### config.mk
export PLATFORM = sky130hd
export DESIGN_NAME = acs_host_flat
export DESIGN_NICKNAME = d
export VERILOG_FILES = /design/src/design/acs_pkg.sv /design/src/design/acs_if.sv /design/src/design/acs_fifo.sv /design/src/design/acs_host.sv /design/src/flat_wrapper.sv
export VERILOG_INCLUDE_DIRS = /design/src /design/src/design
export SDC_FILE = /design/constraint.sdc
export NUM_CORES = 1
export LEC_CHECK = 0
export BUFFER_PORTS_ARGS = -buffer_cell sky130_fd_sc_hd__buf_2
export CORE_UTILIZATION = 66
export CTS_CLUSTER_DIAMETER = 100
export DETAILED_ROUTE_END_ITERATION = 10
export PLACE_DENSITY = 0.84
export SKIP_CTS_REPAIR_TIMING = 1
export SLEW_MARGIN = 40
export SYNTH_ARGS = -nofsm -noshare
export SYNTH_HDL_FRONTEND = slang
export SYNTH_SLANG_ARGS = --single-unit
### constraint.sdc
create_clock -name i_clk -period 9.2 [get_ports i_clk]
set_input_delay 0 -clock i_clk [delete_from_list [all_inputs] [get_ports i_clk]]
set_output_delay 0 -clock i_clk [all_outputs]
set_load 0.1 [all_outputs]
### src/design/acs_regs.svh
// Constants for the converter control block and its host end
`ifndef ACS_REGS_SVH
`define ACS_REGS_SVH
`define ACS_CLK_PERIOD_NS     50
`define ACS_DATA_W            14
`define ACS_CONV_MAX_NS       2200
`define ACS_CONV_CYC          (`ACS_CONV_MAX_NS / `ACS_CLK_PERIOD_NS)
`define ACS_NAP_WAKE_NS       400
`define ACS_NAP_WAKE_CYC      ((`ACS_NAP_WAKE_NS + `ACS_CLK_PERIOD_NS - 1) / `ACS_CLK_PERIOD_NS)
`define ACS_SLEEP_WAKE_MS     20
`define ACS_SLEEP_WAKE_CYC    ((`ACS_SLEEP_WAKE_MS * 1000000 + `ACS_CLK_PERIOD_NS - 1) / `ACS_CLK_PERIOD_NS)
`define ACS_SAMPLE_RST        14'h0000
`define ACS_FIFO_DEPTH        16
`endif

### src/design/acs_pkg.sv
// Types shared by the converter control block and its host end
package acs_pkg;
    typedef enum logic [1:0] {
        ACS_OUT_ALWAYS,
        ACS_OUT_STROBED,
        ACS_OUT_SLOW_MEM,
        ACS_OUT_ROM
    } acs_mode_type;
    typedef enum logic [1:0] {
        ACS_PWR_ACTIVE,
        ACS_PWR_NAP,
        ACS_PWR_SLEEP
    } acs_pwr_type;
endpackage

### src/design/acs_if.sv
// Parallel converter bus between the host and the converter control block
interface acs_if;
    logic        chip_sel_n;
    logic        read_n;
    logic        convert_start_n;
    logic        power_down_n;
    logic        busy_n;
    logic [13:0] data_out;
    logic        data_oe;
    modport dev  (input chip_sel_n, input read_n, input convert_start_n, input power_down_n,
                  output busy_n, output data_out, output data_oe);
    modport host (output chip_sel_n, output read_n, output convert_start_n, output power_down_n,
                  input busy_n, input data_out, input data_oe);
endinterface

### src/design/acs_fifo.sv
// Parameterised synchronous FIFO with valid and ready on both sides
module acs_fifo #(
    parameter int WIDTH = 14,
    parameter int DEPTH = 16
) (
    // Clock and reset
    input  wire logic             i_clk,
    input  wire logic             i_nrst,
    // Fill side
    input  wire logic [WIDTH-1:0] i_wr_data,
    input  wire logic             i_wr_valid,
    output logic                  o_wr_ready,
    // Drain side
    output logic [WIDTH-1:0]      o_rd_data,
    output logic                  o_rd_valid,
    input  wire logic             i_rd_ready
);
    localparam int AW = $clog2(DEPTH);
    typedef struct packed {
        logic [AW-1:0] wp;
        logic [AW-1:0] rp;
        logic [AW:0]   cnt;
    } acs_fifo_st_type;

    logic [WIDTH-1:0] mem_q [DEPTH];
    acs_fifo_st_type  st_q;
    acs_fifo_st_type  st_d;
    logic             push;
    logic             pop;

    assign o_wr_ready = (st_q.cnt != (AW+1)'(DEPTH));
    assign o_rd_valid = (st_q.cnt != '0);
    assign o_rd_data  = mem_q[st_q.rp];
    assign push       = i_wr_valid && o_wr_ready;
    assign pop        = o_rd_valid && i_rd_ready;

    always_comb begin
        st_d = st_q;
        if (push) begin
            st_d.wp = st_q.wp + 1'b1;
        end
        if (pop) begin
            st_d.rp = st_q.rp + 1'b1;
        end
        st_d.cnt = st_q.cnt + (AW+1)'(push) - (AW+1)'(pop);
    end

    always_ff @(posedge i_clk) begin
        if (!i_nrst) begin
            st_q <= '0;
        end else begin
            st_q <= st_d;
        end
        if (push) begin
            mem_q[st_q.wp] <= i_wr_data;
        end
    end
endmodule

### src/design/acs_host.sv
// Host end: drives converter pins in a chosen mode and queues results
`include "acs_regs.svh"
module acs_host #(
    parameter int SLEEP_WAKE_CYC = `ACS_SLEEP_WAKE_CYC
) (
    // Clock and reset
    input  wire logic                    i_clk,
    input  wire logic                    i_nrst,
    // Bus pins
    acs_if.host                          bus,
    // User control
    input  wire acs_pkg::acs_mode_type   i_mode,
    input  wire logic                    i_start,
    input  wire logic                    i_shutdown,
    input  wire logic                    i_sleep,
    // Result stream
    output logic [`ACS_DATA_W-1:0]       o_data,
    output logic                         o_valid,
    input  wire logic                    i_ready,
    output logic                         o_idle
);
    typedef enum logic [2:0] {HS_IDLE, HS_LOW, HS_WAIT_BUSY, HS_WAIT_DONE, HS_SETTLE} acs_hs_type;
    typedef struct packed {
        acs_hs_type   fsm;
        logic [1:0]   bz_s;
        logic         cs_n;
        logic         rd_n;
        logic         cv_n;
        logic         pd_n;
        logic [31:0]  wait_cnt;
        logic [`ACS_DATA_W-1:0] cap;
        logic         push;
    } acs_host_st_type;

    acs_host_st_type st_q;
    acs_host_st_type st_d;
    logic            fifo_ready;

    assign bus.chip_sel_n      = st_q.cs_n;
    assign bus.read_n          = st_q.rd_n;
    assign bus.convert_start_n = st_q.cv_n;
    assign bus.power_down_n    = st_q.pd_n;
    assign o_idle              = (st_q.fsm == HS_IDLE);

    ////////////////////////////////////////////////////////////////////////////
    always_comb begin
        logic bz;
        logic joined;
        bz     = st_q.bz_s[1];
        joined = (i_mode == acs_pkg::ACS_OUT_SLOW_MEM) || (i_mode == acs_pkg::ACS_OUT_ROM);
        st_d      = st_q;
        st_d.bz_s = {st_q.bz_s[0], bus.busy_n};
        st_d.push = 1'b0;
        if (st_q.wait_cnt != '0) begin
            st_d.wait_cnt = st_q.wait_cnt - 32'h1;
        end
        case (st_q.fsm)
            HS_IDLE: begin
                st_d.cs_n = i_shutdown && i_sleep;
                st_d.rd_n = (i_mode == acs_pkg::ACS_OUT_ALWAYS) ? 1'b0 : 1'b1;
                if (i_shutdown) begin
                    st_d.pd_n = 1'b0;
                end else if (!st_q.pd_n) begin
                    st_d.pd_n     = 1'b1;
                    st_d.wait_cnt = st_q.cs_n ? 32'(SLEEP_WAKE_CYC) : 32'(`ACS_NAP_WAKE_CYC + 4);
                end else if (i_start && st_q.wait_cnt == '0 && fifo_ready) begin
                    st_d.cv_n = 1'b0;
                    st_d.rd_n = joined ? 1'b0 : st_d.rd_n;
                    st_d.fsm  = HS_LOW;
                    st_d.wait_cnt = 32'h3;
                end
            end
            HS_LOW: begin
                if (st_q.wait_cnt == '0) begin
                    if (i_mode == acs_pkg::ACS_OUT_ROM) begin
                        st_d.cap  = bus.data_out;
                        st_d.push = 1'b1;
                        st_d.cv_n = 1'b1;
                        st_d.rd_n = 1'b1;
                    end else if (i_mode != acs_pkg::ACS_OUT_SLOW_MEM) begin
                        st_d.cv_n = 1'b1;
                    end
                    st_d.fsm = HS_WAIT_BUSY;
                    st_d.wait_cnt = 32'h4;
                end
            end
            HS_WAIT_BUSY: begin
                if (!bz || st_q.wait_cnt == '0) begin
                    st_d.fsm = HS_WAIT_DONE;
                end
            end
            HS_WAIT_DONE: begin
                if (bz) begin
                    // latch result at busy rise
                    if (i_mode == acs_pkg::ACS_OUT_ALWAYS || i_mode == acs_pkg::ACS_OUT_SLOW_MEM) begin
                        st_d.cap  = bus.data_out;
                        st_d.push = 1'b1;
                        st_d.cv_n = 1'b1;
                        st_d.rd_n = (i_mode == acs_pkg::ACS_OUT_ALWAYS) ? 1'b0 : 1'b1;
                        st_d.fsm  = HS_IDLE;
                    end else if (i_mode == acs_pkg::ACS_OUT_STROBED) begin
                        st_d.rd_n     = 1'b0;
                        st_d.wait_cnt = 32'h3;
                        st_d.fsm      = HS_SETTLE;
                    end else begin
                        st_d.fsm = HS_IDLE;
                    end
                end
            end
            HS_SETTLE: begin
                if (st_q.wait_cnt == '0) begin
                    st_d.cap  = bus.data_out;
                    st_d.push = 1'b1;
                    st_d.rd_n = 1'b1;
                    st_d.fsm  = HS_IDLE;
                end
            end
            default: begin
                st_d.fsm = HS_IDLE;
            end
        endcase
    end

    always_ff @(posedge i_clk) begin
        if (!i_nrst) begin
            st_q      <= '0;
            st_q.fsm  <= HS_IDLE;
            st_q.bz_s <= 2'h3;
            st_q.cs_n <= 1'b0;
            st_q.rd_n <= 1'b1;
            st_q.cv_n <= 1'b1;
            st_q.pd_n <= 1'b1;
        end else begin
            st_q <= st_d;
        end
    end

    // Queue lets the user stall; host holds off new starts when full
    acs_fifo #(
        .WIDTH (`ACS_DATA_W),
        .DEPTH (`ACS_FIFO_DEPTH)
    ) u_fifo (
        .i_clk      (i_clk),
        .i_nrst     (i_nrst),
        .i_wr_data  (st_q.cap),
        .i_wr_valid (st_q.push),
        .o_wr_ready (fifo_ready),
        .o_rd_data  (o_data),
        .o_rd_valid (o_valid),
        .i_rd_ready (i_ready)
    );
endmodule

### src/flat_wrapper.sv
// flat-port wrapper written by rule: the top's interface ports become plain ports
module acs_host_flat 
#(
    parameter int SLEEP_WAKE_CYC = `ACS_SLEEP_WAKE_CYC
)
  (i_clk, i_nrst, i_mode, i_start, i_shutdown, i_sleep, o_data, o_valid, i_ready, o_idle, bus_chip_sel_n, bus_read_n, bus_convert_start_n, bus_power_down_n, bus_busy_n, bus_data_out, bus_data_oe);
  acs_if bus_i ();
  input  wire logic i_clk;
  input  wire logic i_nrst;
  input  wire acs_pkg::acs_mode_type i_mode;
  input  wire logic i_start;
  input  wire logic i_shutdown;
  input  wire logic i_sleep;
  output logic [`ACS_DATA_W-1:0] o_data;
  output logic o_valid;
  input  wire logic i_ready;
  output logic o_idle;
  output wire logic [$bits(bus_i.chip_sel_n)-1:0] bus_chip_sel_n;
  output wire logic [$bits(bus_i.read_n)-1:0] bus_read_n;
  output wire logic [$bits(bus_i.convert_start_n)-1:0] bus_convert_start_n;
  output wire logic [$bits(bus_i.power_down_n)-1:0] bus_power_down_n;
  input wire logic [$bits(bus_i.busy_n)-1:0] bus_busy_n;
  input wire logic [$bits(bus_i.data_out)-1:0] bus_data_out;
  input wire logic [$bits(bus_i.data_oe)-1:0] bus_data_oe;
  assign bus_chip_sel_n = bus_i.chip_sel_n;
  assign bus_read_n = bus_i.read_n;
  assign bus_convert_start_n = bus_i.convert_start_n;
  assign bus_power_down_n = bus_i.power_down_n;
  assign bus_i.busy_n = bus_busy_n;
  assign bus_i.data_out = bus_data_out;
  assign bus_i.data_oe = bus_data_oe;
  acs_host #(.SLEEP_WAKE_CYC(SLEEP_WAKE_CYC)) u_core (.i_clk(i_clk), .i_nrst(i_nrst), .bus(bus_i), .i_mode(i_mode), .i_start(i_start), .i_shutdown(i_shutdown), .i_sleep(i_sleep), .o_data(o_data), .o_valid(o_valid), .i_ready(i_ready), .o_idle(o_idle));
endmodule
==> impl_metrics.py <==
metrics = {
    "global_routing": {
        "grt_max_degree": 57,
        "grt_pass1_wl_mm": 41.0,
        "grt_pass1_vias": 7313,
        "grtUsageTotal": 0.286,
        "antenna_found_initial": 0,
        "grt_overflow": 0,
    },
    "setup_path": {
        "critical_path_buf_inv_count": 1,
        "crit_path_end_kind": "flop",
        "setup.worst_path.class": "reg -> reg",
        "path_cells": "nor3_1 > nand4_1 > nor3_4 > inv_1 > ha_1 > o21ai_0 > a21oi_1 > a221oi_2",
        "crit_slowest_cell": "nor3_4",
        "max_stage_delay_ns": 0.76,
        "crit_arrival_ns": 3.88,
        "cp.required_ns": 9.65,
        "r2r_setup_slack_ns": 5.77,
        "cp_top_family": "simple AND/OR/NAND/NOR gates",
        "cp.depth": 8,
        "startpoint_type": "flop",
        "critPathMaxFanout": 17,
        "worst_r2r_path_depth": 8,
    },
    "clocking": {
        "cts_root_buf": "clkbuf_16",
        "cts.sinks": 297,
        "clk_path_buf_depth": 3,
        "numCtsBuffers": 28,
        "clk_pin_slew_ns": 0.06,
        "clk_latency_ns": 0.54,
        "tritoncts": "yes",
        "cts_max_level": 1,
    },
    "yosys": {
        "syn_inst": 771,
        "yosys_warnings": 0,
        "yosysUniqueCellTypes": 64,
        "async_reset_ff_frac": 0,
        "synth-edff-count": 224,
        "synth_top_flop_cell": "edfxtp_1",
        "syn_nets": 809,
        "syn_area_per_cell_sq_um": 15.9,
        "synth_seq_cells": 297,
        "ys_seq_area_frac": 0.669,
        "synth_area_sq_um": 12200,
    },
    "power": {
        "powerDensity_nw_per_um2": 298,
        "p_leak_uw": 0.00419,
        "finalPower_uw": 4150,
        "ir_worst_vdd_uv": 239,
    },
    "placed_design": {
        "place_inst": 1011,
        "gp_congestion": 0.863,
        "hpwl_mm": 15.4,
        "numPortBuffers": 42,
    },
    "drt": {
        "wl_per_cell_um": 24.7,
        "drt_pass1_iterations": 8,
        "detail-route-antenna-nets": 0,
        "drtIter0Drc": 799,
        "wl_mm": 26.7,
        "vias": 7229,
        "remaining_drc_errors": 4,
        "via_per_inst": 6.67,
    },
    "sta": {
        "min_period_ns": 3.43,
        "slew_headroom": 0.455,
        "hold_viol_final": 0,
        "drv_slew": 0,
        "grt_setup_unrepaired": "false",
        "max_freq_ghz": 0.292,
        "holdWs_ns": 0.00917,
        "worst_slew_pin_slew_ns": 0.807,
        "fin_tns_setup_ns": 0,
        "finalClockSkew_ns": 0.0146,
        "setup_viol": 0,
        "min_period_over_period": 0.373,
    },
    "hold_path": {
        "hold_path_class": "in -> reg",
        "min_path_cells": 5,
    },
    "run_status": {
        "status": "finished, violations left",
        "failed_checks": "DRC",
    },
    "die": {
        "die_y_um": 138,
        "die_x_um": 138,
        "start_util": 0.676,
        "num_rows": 49,
        "core_sq_um": 18100,
        "ios": 44,
        "die_area_sq_um": 19100,
    },
    "layout": {
        "drive_gt1_frac": 0.234,
        "stdcell_count": 1083,
        "finalCoreUtilization": 0.771,
        "layout-area-overhead-vs-synth_pct": 14.0,
        "fin_nets": 871,
        "n_antenna_cell": 0,
    },
    "run": {
        "maxCapViolCount": 0,
    },
}
==> report_power, final <==
part	total (uW)	internal [uW]	switching (uW)
clock	1260	772	488
sequential	1570	1490	80.7
combinational	1320	426	893
total	4150	2690	1460
==> worst reg2reg max path, cell delays in order, from the launching register on <==
cell,delay (ns)
dfxtp_1,0.32
nor3_1,0.65
nand4_1,0.56
nor3_4,0.76
inv_1,0.15
ha_1,0.36
o21ai_0,0.18
a21oi_1,0.11
a221oi_2,0.26
==> sequential cells by signal, summed over array words and instances, names as in the netlist, named ones only <==
register,count
u_core.bus.power_down_n,1
u_core.bus.chip_sel_n,1
u_core.u_fifo.st_q,13
u_core.st_d,1
u_core.u_fifo.mem_q,224
u_core.st_q,51
u_core.bus.convert_start_n,1
u_core.bus.read_n,1
==> layout by cell type (no fill, tap or decap), types with 11 or more instances in the layout <==
cell,n
nor2_1,44
xnor2_1,12
dlygate4sd3_1,21
mux4_2,70
or3_1,12
dfxtp_1,69
a21oi_1,26
xor2_1,11
o21ai_0,13
inv_1,24
ha_1,13
o31ai_1,11
buf_2,42
mux2i_1,16
clkbuf_16,30
nand2_1,50
edfxtp_1,224
==> metal layers <==
metal  GRT usage  routed length (um)  part of all wire  vias to the layer above
met2       0.513               14100              0.53                      389
met5           0                   0                 0                        -
li1            -                   -                 -                     3159
met1       0.369                9930              0.37                     3614
met4      0.0775                 596             0.022                        0
met3      0.0402                2060             0.077                       67
==> cell usage after synthesis, drive strengths merged, types with 3 or more instances <==
master	count	area [sq um]
o31ai	12	104
nand2	50	188
and2	10	62.6
nor2b	4	25.0
ha	13	163
xor2	11	96.3
a31oi	10	68.8
nor3	11	71.3
nor2	47	179
and4	3	26.3
buf	14	75.1
nand2b	4	25.0
o211ai	5	37.5
mux2i	16	160
nand3b	4	30.0
nor4	10	62.6
o21ai	14	70.1
mux4	70	1580
a311oi	4	41.3
clkbuf	27	101
dfxtp	73	1460
a21oi	26	130
or3	12	75.1
nand3	9	45.0
nand4	6	37.5
inv	24	90.1
edfxtp	224	6730
nor3b	4	30.0
xnor2	12	105
or4	9	71.3
==> per-stage QoR <==
| stage | instance area, sq um | setup WS (ns) |
|---|---|---|
| 2_1_floorplan | 12200 | 5.87 |
| 5_1_grt | 14000 | 5.51 |
| 4_1_cts | 13700 | 5.78 |
| 3_3_place_gp | 12600 | 6.01 |
| 3_5_place_dp | 12700 | 5.79 |
| 6_report | 14000 | 5.77 |
==> logic make-up after synthesis <==
logic type | Yosys count | share of synthesized area
xor+xnor | 23 | 0.0165
compound gates | 94 | 0.0538
mux | 86 | 0.142
buf+inv | 66 | 0.0221
flops | 297 | 0.669
simple gates | 191 | 0.0815
fa+ha+maj | 14 | 0.0149
==> cell type report <==
class                      instances  area [sq um]
sequential                       297          8200
fill                             972          4130
multi-input combinational        408          3840
clock buffer                      33           782
timing repair buffer              73           520
tap                              229           287
clock inverter                    18           236
inverter                          25          93.8
==> path summary, 6_finish.rpt <==
kind,to,start
worst min-delay path,u_core.bus.convert_start_n,i_mode[0]
worst max-delay path,u_core.st_q[15],u_core.st_q[20]
worst min register to register,u_core.st_q[52],u_core.st_d[52]
worst max register to register,u_core.st_q[15],u_core.st_q[20]
Note: power is estimated with default switching activity, not from simulation.
